[src/shared/tmt_defs.vh]
`ifndef TMT_DEFS_VH
`define TMT_DEFS_VH

// register byte offsets on the apb bus
`define TMT_CTRL_OFS 8'hc8
`define TMT_MODE_OFS 8'hcc
`define TMT_RLD_LO_OFS 8'hd0
`define TMT_RLD_HI_OFS 8'hd4
`define TMT_CNT_LO_OFS 8'hd8
`define TMT_CNT_HI_OFS 8'hdc

// control register bit positions
`define TMT_OVF_BIT 7
`define TMT_EXT_BIT 6
`define TMT_RXSRC_BIT 5
`define TMT_TXSRC_BIT 4
`define TMT_EXEN_BIT 3
`define TMT_RUN_BIT 2
`define TMT_CNTSEL_BIT 1
`define TMT_CAPSEL_BIT 0

// mode register bit positions
`define TMT_CLKOE_BIT 1
`define TMT_UPDN_BIT 0

// reset values
`define TMT_CTRL_RST 8'h00
`define TMT_MODE_RST 8'h00
`define TMT_WORD_RST 16'h0000

// counter limits
`define TMT_CNT_MAX 16'hffff

// prescaler divisors: fast for clock-out and baud, slow otherwise
`define TMT_FAST_DIV 4'h2
`define TMT_SLOW_DIV 4'hc

`endif

[src/hdl/tmt_clkout.v]
`timescale 1ns/1ns
// toggle stage turning counter wraps into a square wave
module tmt_clkout (
	input wire clk,
	input wire sys_rst,
	input wire ce,
	input wire enable,
	input wire wrapPulse,
	output reg clockOut
);
	// one toggle per wrap halves the wrap rate, even duty
	always @(posedge clk) begin
		if (sys_rst) begin
			clockOut <= 1'b0;
		end else if (ce) begin
			if (!enable) begin
				// parked low while the feature is off
				clockOut <= 1'b0;
			end else if (wrapPulse) begin
				clockOut <= ~clockOut;
			end
		end
	end
endmodule // tmt_clkout

[src/hdl/tmt_edge_det.v]
`timescale 1ns/1ns
// falling edge detectors for the synchronous pin inputs
module tmt_edge_det #(
	parameter WIDTH = 2
) (
	input wire clk,
	input wire sys_rst,
	input wire ce,
	input wire [WIDTH-1:0] pinIn,
	output wire [WIDTH-1:0] pinFall
);
	// last sampled level, idles high like a pulled-up pin
	reg [WIDTH-1:0] pinLast;

	genvar i;
	generate
		for (i = 0; i < WIDTH; i = i + 1) begin : g_bit
			// remember previous level per pin
			always @(posedge clk) begin
				if (sys_rst) begin
					pinLast[i] <= 1'b1;
				end else if (ce) begin
					pinLast[i] <= pinIn[i];
				end
			end
			// one-cycle pulse on a high-to-low step
			assign pinFall[i] = ce & pinLast[i] & ~pinIn[i];
		end
	endgenerate
endmodule // tmt_edge_det

[src/hdl/tmt_top.v]
`timescale 1ns/1ns
`include "tmt_defs.vh"
// sixteen-bit timer with reload, capture, baud and clock-out
module tmt_top (
	input wire clk,
	input wire sys_rst,
	input wire ce,
	// apb slave
	input wire psel,
	input wire penable,
	input wire pwrite,
	input wire [7:0] paddr,
	input wire [31:0] pwdata,
	output reg [31:0] prdata,
	output wire pready,
	output wire pslverr,
	// count clock pin, three-signal form
	input wire countPinIn,
	output wire countPinOut,
	output wire countPinOe,
	// external trigger pin
	input wire triggerPinIn,
	// serial port clocking
	input wire timerOneOvf,
	output reg rxBaudTick,
	output reg txBaudTick,
	// timer interrupt request level
	output wire timerIrq
);

	// ------------------------------------------------------------
	// register storage
	// ------------------------------------------------------------
	reg [7:0] timer_two_control; // control and flags
	reg [7:0] timer_two_mode_reg; // clock-out and up/down enables
	reg [15:0] reloadWord; // reload_high_byte:reload_low_byte
	reg [15:0] countWord; // count_high_byte:count_low_byte
	reg [3:0] presc; // prescaler phase
	reg readLoaded; // prdata holds the addressed register

	// next values
	reg [7:0] next_control;
	reg [15:0] next_count;
	reg [15:0] next_reload;

	// ------------------------------------------------------------
	// field decode
	// ------------------------------------------------------------
	wire overflow_flag = timer_two_control[`TMT_OVF_BIT];
	wire external_event_flag = timer_two_control[`TMT_EXT_BIT];
	wire rx_clock_source = timer_two_control[`TMT_RXSRC_BIT];
	wire tx_clock_source = timer_two_control[`TMT_TXSRC_BIT];
	wire external_edge_enable = timer_two_control[`TMT_EXEN_BIT];
	wire run_control = timer_two_control[`TMT_RUN_BIT];
	wire count_source_select = timer_two_control[`TMT_CNTSEL_BIT];
	wire capture_reload_select = timer_two_control[`TMT_CAPSEL_BIT];
	wire clock_out_enable = timer_two_mode_reg[`TMT_CLKOE_BIT];
	wire updown_enable = timer_two_mode_reg[`TMT_UPDN_BIT];

	// either baud source on means the timer clocks the serial port
	wire baudMode = rx_clock_source | tx_clock_source;
	// clock-out and baud run the fast prescaler
	wire fastMode = clock_out_enable | baudMode;
	// up/down counting only in plain auto-reload mode
	wire upDownMode = updown_enable & ~capture_reload_select & ~baudMode;

	// ------------------------------------------------------------
	// pin edge detection
	// ------------------------------------------------------------
	wire countFall; // falling edge on the count pin
	wire trigFall; // falling edge on the trigger pin

	tmt_edge_det #(
		.WIDTH(2)
	) u_edges (
		.clk(clk),
		.sys_rst(sys_rst),
		.ce(ce),
		.pinIn({triggerPinIn, countPinIn}),
		.pinFall({trigFall, countFall})
	);

	// ------------------------------------------------------------
	// apb decode
	// ------------------------------------------------------------
	wire hitCtrl = (paddr == `TMT_CTRL_OFS);
	wire hitMode = (paddr == `TMT_MODE_OFS);
	wire hitRldLo = (paddr == `TMT_RLD_LO_OFS);
	wire hitRldHi = (paddr == `TMT_RLD_HI_OFS);
	wire hitCntLo = (paddr == `TMT_CNT_LO_OFS);
	wire hitCntHi = (paddr == `TMT_CNT_HI_OFS);
	wire hitAny = hitCtrl | hitMode | hitRldLo | hitRldHi | hitCntLo | hitCntHi;

	// ready once the read data was staged, and never while frozen
	assign pready = ce & readLoaded;
	// unmapped addresses answer with an error
	assign pslverr = psel & penable & pready & ~hitAny;

	// a write lands at the completing access edge only
	wire wrEn = psel & penable & pwrite & pready;
	wire wrCtrl = wrEn & hitCtrl;
	wire wrMode = wrEn & hitMode;
	wire wrRldLo = wrEn & hitRldLo;
	wire wrRldHi = wrEn & hitRldHi;
	wire wrCntLo = wrEn & hitCntLo;
	wire wrCntHi = wrEn & hitCntHi;

	// read mux of register contents
	reg [31:0] readMux;
	always @* begin
		readMux = 32'h0000_0000;
		case (1'b1)
			hitCtrl: begin
				readMux[7:0] = timer_two_control;
			end
			hitMode: begin
				readMux[7:0] = timer_two_mode_reg;
			end
			hitRldLo: begin
				readMux[7:0] = reloadWord[7:0];
			end
			hitRldHi: begin
				readMux[7:0] = reloadWord[15:8];
			end
			hitCntLo: begin
				readMux[7:0] = countWord[7:0];
			end
			hitCntHi: begin
				readMux[7:0] = countWord[15:8];
			end
			default: begin
				// unmapped reads as zero
				readMux = 32'h0000_0000;
			end
		endcase
	end

	// ------------------------------------------------------------
	// prescaler and count source
	// ------------------------------------------------------------
	wire [3:0] divSel = fastMode ? `TMT_FAST_DIV : `TMT_SLOW_DIV;
	// prescaler only advances while running
	wire presTick = run_control & (presc == (divSel - 4'h1));
	// clock-out does not force count_source_select clear; with it clear the internal tick is at clk/2
	wire countTick = count_source_select ? (run_control & countFall) : presTick;

	// ------------------------------------------------------------
	// wrap detection
	// ------------------------------------------------------------
	// trigger pin sets direction in up/down mode, high counts up
	wire dirUp = ~upDownMode | triggerPinIn;
	wire ovfUp = countTick & dirUp & (countWord == `TMT_CNT_MAX);
	wire undDown = countTick & ~dirUp & (countWord == reloadWord);
	wire wrapEvt = ovfUp | undDown;
	// baud mode forces auto-reload over capture select
	wire reloadOnOvf = ~capture_reload_select | baudMode;

	// trigger edges count only when enabled and not clocking the uart
	wire trigEvt = trigFall & external_edge_enable & ~baudMode & ~upDownMode;
	wire trigCapture = trigEvt & capture_reload_select;
	wire trigReload = trigEvt & ~capture_reload_select;

	// flag sources
	// overflow flag only outside baud mode, never in clock-out mode
	wire ovfSet = wrapEvt & ~baudMode & ~clock_out_enable;
	wire extSet = trigEvt;

	// ------------------------------------------------------------
	// next control value: software write, then hardware sets win
	// ------------------------------------------------------------
	always @* begin
		next_control = timer_two_control;
		if (wrCtrl) begin
			// every bit writable, flags cleared only by writing zero
			next_control = pwdata[7:0];
		end
		if (ovfSet) begin
			next_control[`TMT_OVF_BIT] = 1'b1;
		end
		if (extSet) begin
			next_control[`TMT_EXT_BIT] = 1'b1;
		end
	end

	// ------------------------------------------------------------
	// next count and reload values
	// ------------------------------------------------------------
	always @* begin
		next_count = countWord;
		next_reload = reloadWord;
		if (ovfUp) begin
			// wrap up: reload or roll to zero in capture mode
			next_count = reloadOnOvf ? reloadWord : 16'h0000;
		end else if (undDown) begin
			// wrap down: restart from the top
			next_count = `TMT_CNT_MAX;
		end else if (countTick) begin
			// plain step in the chosen direction
			next_count = dirUp ? (countWord + 16'h0001) : (countWord - 16'h0001);
		end
		if (trigReload) begin
			// trigger edge reloads the counter
			next_count = reloadWord;
		end
		if (trigCapture) begin
			// trigger edge captures the running count
			next_reload = countWord;
		end
		// software byte writes take priority over counting
		if (wrCntLo) begin
			next_count[7:0] = pwdata[7:0];
		end
		if (wrCntHi) begin
			next_count[15:8] = pwdata[7:0];
		end
		if (wrRldLo) begin
			next_reload[7:0] = pwdata[7:0];
		end
		if (wrRldHi) begin
			next_reload[15:8] = pwdata[7:0];
		end
	end

	// ------------------------------------------------------------
	// state registers
	// ------------------------------------------------------------
	always @(posedge clk) begin
		if (sys_rst) begin
			timer_two_control <= `TMT_CTRL_RST;
			timer_two_mode_reg <= `TMT_MODE_RST;
			reloadWord <= `TMT_WORD_RST;
			countWord <= `TMT_WORD_RST;
			presc <= 4'h0;
		end else if (ce) begin
			timer_two_control <= next_control;
			countWord <= next_count;
			reloadWord <= next_reload;
			if (wrMode) begin
				// only the two mode bits are stored
				timer_two_mode_reg <= pwdata[7:0] & 8'h03;
			end
			if (!run_control) begin
				// stopped: prescaler restarts from zero
				presc <= 4'h0;
			end else if (presTick) begin
				presc <= 4'h0;
			end else begin
				presc <= presc + 4'h1;
			end
		end
	end

	// ------------------------------------------------------------
	// apb read staging
	// ------------------------------------------------------------
	always @(posedge clk) begin
		if (sys_rst) begin
			prdata <= 32'h0000_0000;
			readLoaded <= 1'b0;
		end else if (ce) begin
			if (psel) begin
				// refreshed every cycle of the transfer
				prdata <= readMux;
				readLoaded <= ~(penable & readLoaded);
			end else begin
				readLoaded <= 1'b0;
			end
		end
	end

	// ------------------------------------------------------------
	// serial port baud clock selection
	// ------------------------------------------------------------
	always @(posedge clk) begin
		if (sys_rst) begin
			rxBaudTick <= 1'b0;
			txBaudTick <= 1'b0;
		end else if (ce) begin
			// receive side
			rxBaudTick <= rx_clock_source ? wrapEvt : timerOneOvf;
			// transmit side
			txBaudTick <= tx_clock_source ? wrapEvt : timerOneOvf;
		end
		if (sys_rst) begin
			rxBaudTick <= 1'b0;
		end
	end

	// ------------------------------------------------------------
	// clock-out generator on the count pin
	// ------------------------------------------------------------
	wire clockOutLevel;

	tmt_clkout u_clkout (
		.clk(clk),
		.sys_rst(sys_rst),
		.ce(ce),
		.enable(clock_out_enable),
		.wrapPulse(wrapEvt),
		.clockOut(clockOutLevel)
	);

	// pin driven only in clock-out mode
	assign countPinOut = clockOutLevel;
	assign countPinOe = clock_out_enable;

	// ------------------------------------------------------------
	// interrupt request
	// ------------------------------------------------------------
	// external flag is masked whenever the up/down enable bit is set, in any mode
	assign timerIrq = overflow_flag | (external_event_flag & ~updown_enable);

endmodule // tmt_top

[config.mk]
export PLATFORM = sky130hd
export DESIGN_NAME = tmt_top
export DESIGN_NICKNAME = d
export VERILOG_FILES = /design/src/hdl/tmt_clkout.v /design/src/hdl/tmt_edge_det.v /design/src/hdl/tmt_top.v
export VERILOG_INCLUDE_DIRS = /design/src /design/src/shared
export SDC_FILE = /design/constraint.sdc
export NUM_CORES = 1
export LEC_CHECK = 0
export BUFFER_PORTS_ARGS = -buffer_cell sky130_fd_sc_hd__buf_2
export CAP_MARGIN = 20
export CORE_ASPECT_RATIO = 1.4
export CORE_MARGIN = 2
export CORE_UTILIZATION = 50
export CTS_CLUSTER_DIAMETER = 40
export CTS_CLUSTER_SIZE = 14
export DETAILED_ROUTE_END_ITERATION = 16
export PLACE_DENSITY = 0.7
export SYNTH_ARGS = -nofsm -noshare
export SYNTH_HDL_FRONTEND = slang
export SYNTH_HIERARCHICAL = 1
export SYNTH_SLANG_ARGS = --single-unit
[constraint.sdc]
create_clock -name clk -period 3.96 [get_ports clk]
set_clock_uncertainty 0.1 [all_clocks]
set_input_delay 0.198 -clock clk [delete_from_list [all_inputs] [get_ports clk]]
set_output_delay 0.198 -clock clk [all_outputs]
set_load 0.01 [all_outputs]
Word-level counts from Yosys, hierarchy flattened. Index checks and enable logic that the tools add are counted.

Register bits: 60. Logic and storage cells: 130. Bits of input ports: 49.

Mux-type cells: 29. Reductions and logical operators: 16. Add/sub/neg operators: 4. Eq/ne operators: 10. Bitwise gates (word level): 55.

Operator list (number): 16-bit 2-to-1 mux (7); 8-bit 2-to-1 mux (11); 8-bit equality test, second input constant (6); 1-bit bitwise AND (33); 2-bit AND reduction (10); 16-bit by 1-bit adder with 16-bit output, second input constant (1); 16-bit equality test (1); 16-bit equality test, second input constant (1); 16-bit by 1-bit subtractor with 16-bit output, second input constant (1); 4-bit 2-to-1 mux (3); 1-bit inverter (11); 1-bit OR (11); 5-bit nonzero test (2); 1-bit 2-to-1 mux (8); 2-bit nonzero test (4); 4-bit by 1-bit adder with 4-bit output, second input constant (1); 4-bit equality test (1); 4-bit by 1-bit subtractor with 4-bit output, second input constant (1); 2-bit by 1-bit inequality test with 1-bit output, second input constant (1).

Longest topological paths before layout.
Word-level depth: 14. Gate-level depth with buffers: 12. Mapped depth without buffers: 11.

By module. The synthesis kept the hierarchy.

Modules (own cells, without submodules): tmt_top (cells each 579, instances 1, sequential area each 1141.1 µm², area each 4429.2 µm²); tmt_edge_det (cells each 9, instances 1, sequential area each 40.0 µm², area each 87.6 µm²); tmt_clkout (cells each 6, instances 1, sequential area each 20.0 µm², area each 48.8 µm²).

Worst setup path before layout. Ideal clock, no wire load.

Path type: reg-to-reg. From: register timer_two_control[4]. To: register countWord[10]. Arrival: 2.744 ns. Setup slack: 0.984 ns. Data required time: 3.728 ns. Buffers on the path: 1. Cell stages (with the launch flop): 13. Path through: dfxtp_1 -> buf_2 -> nor4b_2 -> nand2_1 -> xnor2_1 -> ha_1 -> and4_1 -> nor2b_1 -> nand2_1 -> o32ai_2 -> xor2_1 -> a2111oi_0 -> o31ai_2.

Longest elaborated chain between the ends: 13.

RTL lines: start, declared (RTL line tmt_top.v:34) `reg [7:0] timer_two_control;`; start signal, assigned (RTL line tmt_top.v:229) `` timer_two_control <= `TMT_CTRL_RST; ``; start signal, assigned (RTL line tmt_top.v:235) `timer_two_control <= next_control;`; 1-bit OR * (RTL line tmt_top.v:61) `wire baudMode = rx_clock_source | tx_clock_source;`; 1-bit OR (RTL line tmt_top.v:63) `wire fastMode = clock_out_enable | baudMode;`; 4-bit 2-to-1 mux (no line); 4-bit by 1-bit subtractor with 4-bit output (RTL line tmt_top.v:143) `wire presTick = run_control & (presc == (divSel - 4'h1));`; 4-bit equality test (RTL line tmt_top.v:143); 1-bit bitwise AND (RTL line tmt_top.v:143); 1-bit 2-to-1 mux (RTL line tmt_top.v:145) `wire countTick = count_source_select ? (run_control & countFall) : presTick;`; 1-bit bitwise AND (2 in series) (RTL line tmt_top.v:153) `wire undDown = countTick & ~dirUp & (countWord == reloadWord);`; 16-bit 2-to-1 mux (RTL line tmt_top.v:194) `end else if (undDown) begin`; 16-bit 2-to-1 mux (RTL line tmt_top.v:191) `if (ovfUp) begin`; 16-bit 2-to-1 mux (RTL line tmt_top.v:201) `if (trigReload) begin`; 8-bit 2-to-1 mux (RTL line tmt_top.v:213) `if (wrCntHi) begin`; end signal, assigned (RTL line tmt_top.v:232) `` countWord <= `TMT_WORD_RST; ``; end signal, assigned (RTL line tmt_top.v:236) `countWord <= next_count;`; end, declared (RTL line tmt_top.v:37) `reg [15:0] countWord;`.

Every way passes the cells marked *; elsewhere a longest branch is shown, timed or not. The select of a mux whose other input is x is not followed. A chain may end at the register's enable or synchronous reset.

Final worst setup path.
From: register timer_two_mode_reg[0]. To: register countWord[10].

Longest elaborated chain between the ends: 11.

RTL lines: start, declared (RTL line tmt_top.v:35) `reg [7:0] timer_two_mode_reg;`; start signal, assigned (RTL line tmt_top.v:230) `` timer_two_mode_reg <= `TMT_MODE_RST; ``; start signal, assigned (RTL line tmt_top.v:240) `timer_two_mode_reg <= pwdata[7:0] & 8'h03;`; 1-bit bitwise AND * (2 in series) (RTL line tmt_top.v:65) `wire upDownMode = updown_enable & ~capture_reload_select & ~baudMode;`; 1-bit inverter * (RTL line tmt_top.v:151, tmt_top.v:159); 1-bit OR (RTL line tmt_top.v:151) `wire dirUp = ~upDownMode | triggerPinIn;`; 1-bit inverter (RTL line tmt_top.v:153); 1-bit bitwise AND (2 in series) (RTL line tmt_top.v:153); 16-bit 2-to-1 mux (RTL line tmt_top.v:194); 16-bit 2-to-1 mux (RTL line tmt_top.v:191); 16-bit 2-to-1 mux (RTL line tmt_top.v:201); 8-bit 2-to-1 mux (RTL line tmt_top.v:213).

Marks and branches as above.

==> metrics.md <==
| Metric | Value |
|---|---|
| Grt ovf | 0 |
| Period minus WS final | 3380 ps |
| Core ar. | 0.00893 mm2 |
| Worst Reg-to-Reg Cells | 11 |
| Commonest non-fill, non-tap cell in the layout | nor2_1 |
| Largest net degree at the start of global routing | 41 |
| Drt first-iter violations | 385 |
| Worst Tran Pin Value | 928 ps |
| Die ar. | 0.00992 mm2 |
| Rel. slew slack | 37.7% |
| Top flop regs | countWord (16), reloadWord (16) |
| Final Max Slew Viols | 0 |
| Status | finished clean |
| I/O pin cnt | 88 |
| Crit path required time | 4070 ps |
| RSZ-0062 raised after global routing | false |
| Num CTS Buffers | 9 |
| Leak pwr | 0.00198 uW |
| Max Cap Viol | 0 |
| Clock power share | 53.8% |
| Setup ws final | 582 ps |
| CTS tree | built |
| Final Util | 56.4% |
| WP data arrival | 3490 ps |
| Final setup violating endpoints | 0 |
| H-tree levels | 3 |
| Layout cells sized above 1 | 15.7% |
| GRT met1 Usage | 35.6% |
| Crit Path Category | reg2reg |
| GRT busiest layer | met2 |
| Synth Area in Compound Gates | 23.2% |
| Iteration count of the initial detailed-routing pass | 5 |
| Area added between synthesis and finish | 10.4% |
| Global Route met2 Usage | 52.5% |
| Post-synth top flop | dfxtp_1 |
| Pre-CTS WS | 672 ps |
| Antenna-violating nets left | 0 |
| Drc violations | 0 |
| Total inserted antenna cells | 0 |
| Starting Density | 51.1% |
| Sequential-to-total area share from yosys stat | 26.3% |
| Max Root-Sink Buffers | 2 |
| Number of synthesized register bits | 60 |
| # rows | 41 |
| Final wirelength | 15000 um |
| Most frequent cells in the layout | nor2_1 (65), dfxtp_1 (60), nand2_1 (45) |
| Post-synthesis async set-or-reset flop share | 0% |
| Peak supply drop | 0.000319 V |
| Via density | 6.50 |
| WL/cell | 20.7 um |
| Largest family of logic cells by synthesized area | simple AND/OR/NAND/NOR gates |
| Port bufs | 39 |
| Final-stage net count | 662 |
| Routed via count | 4699 |
| Int Pwr | 1190 uW |
| Fin crit share | 85.3% |
| Xor and xnor area share after synthesis | 5.76% |
| Top-area cell type share of the netlist area | 26.3% |
| Crit. End Element | register |
| TNS Setup | 0 ps |
| Mux share of post-synthesis cell area | 8.06% |
| Largest area contributor in the synthesized netlist | dfxtp_1 |
| CP Max Fanout | 7 |
| Fmax | 296 MHz |
| Top post-synthesis cells by area | dfxtp_1 (26%), nor2_1 (5.3%), a21oi_1 (4.8%), mux2i_1 (4.6%), xor2_1 (4.4%) |
| HP Class | in2reg |
| Switching Share | 23.8% |
| Combinational share of power | 6.8% |
| Die H | 117 um |
| Synth Area in Adders | 0.548% |
| Synth Cell Area | 0.00457 mm2 |
| GRT Util Overall | 30.6% |
| Post-Syn Instances | 594 |
| Hpwl dp | 10700 um |
| CTS root buf | clkbuf_16 |
| Grt met3 use | 5.12% |
| Synth Area per Inst | 7.69 um2 |
| Pwr dens | 310 mW/mm2 |
| Initial antenna violation count | 0 |
| NetSw | 372 uW |
| CTS clk-pin slew, worst paths | 60 ps |
| Seq pwr share | 39.4% |
| Post-synth EDFFs | 0 |
| Worst Hold Depth | 2 |
| Synth Area in Simple Gates | 26.6% |
| Worst setup SP type | register |
| Final Hold Vio Count | 0 |
| Synth warn | 6 |
| GPL Wtd Cong | 0.977 |
| Number of global-route vias before repair | 4258 |
| Global-route wire length before repair | 23300 um |
| Clk sinks | 60 |
| Cell variety after synth | 72 |
| Clk_lat worst skew | 340 ps |
| Die W | 84.8 um |
## worst paths after layout
check	startpoint	slack [ps]	to
setup / recovery	timer_two_mode_reg[0]	580	countWord[10]
hold / removal	triggerPinIn	90	u_edges/pinLast[1]
hold reg to reg	prdata[0]	370	prdata[0]
setup reg to reg	timer_two_mode_reg[0]	580	countWord[10]
## final cells by class
class / count / area [um2]
multi-input cells: 475 / 3040
clock buffers: 9 / 225
inverters: 11 / 41.3
flip-flops and latches: 60 / 1200
well taps: 107 / 134
clock inverters: 7 / 91.3
fillers: 880 / 3890
repair buffers: 54 / 310
## Yosys cell counts, types with 3 or more instances
cell type	n
nand2b_1	3
nor3_1	20
a2111oi_0	3
a211oi_1	8
o221ai_1	4
or4_1	5
a32oi_1	4
a21oi_1	44
nor2_1	65
clkbuf_1	37
o21ai_0	15
nand4_1	7
buf_2	6
a22oi_1	5
mux2i_1	21
inv_1	11
o31ai_1	6
buf_4	24
mux4_2	5
or2_1	3
a211o_1	5
and2_1	7
nand2_1	45
mux2_2	4
buf_6	3
and3_1	7
nor3b_1	4
or3_1	4
dfxtp_1	60
xnor2_1	7
nor4_1	14
and4_1	3
nor2b_1	10
o21ai_1	12
a221oi_1	6
o21a_1	3
xor2_1	23
a31oi_1	9
nand3_1	21
o211ai_1	8
nor3_2	3
## critical path, cell delays in order, from the launching register on
cell and delay (ps):
dfxtp_1 470, nor4b_2 540, nand2_1 180, xnor2_1 170
ha_1 290, and4_1 270, nor2b_1 200, nand2_1 100
o32ai_2 170, xor2_1 100, a2111oi_0 550, o31ai_2 120
## layer usage
layer	vias to the layer above	part of all wire, %
li1	2183	-
met1	2203	39
met2	255	48
met3	58	7.0
met4	0	6.5
met5	-	0
## through the flow
step           cells  cell area [um2]  hold slack [ps]  total power (uW)
6_report         723             5040             88.0              1560
5_1_grt          723             5040             97.7              1600
4_1_cts          723             5040             82.1              1560
3_5_place_dp     706             4710              334               731
3_3_place_gp     706             4710              320               729
2_1_floorplan    617             4650              167               702
## logic make-up (layout without fill, tap and decap cells)
logic type	after synthesis	in the layout
buf+inv	82	81
other cells	1	24
compound gates	156	156
mux	30	30
flops	60	60
xor+xnor	30	30
simple gates	233	233
fa+ha+maj	2	2
## what timing repair did
action | CTS | global route
endpoints found under the hold margin | 1 | 0
setup buffers | 0 | 0
gates resized for setup | 0 | 0
hold buffers | 1 | 0
## power groups by stage
stage,registers (uW),clock network [uW],logic [uW]
final,615,841,106
after detailed placement,628,0,102
after floorplan,631,0,71.2
after global placement,628,0,102
after CTS,615,843,104
after global routing,616,866,114
No activity file was read; power rests on OpenSTA's default activity.
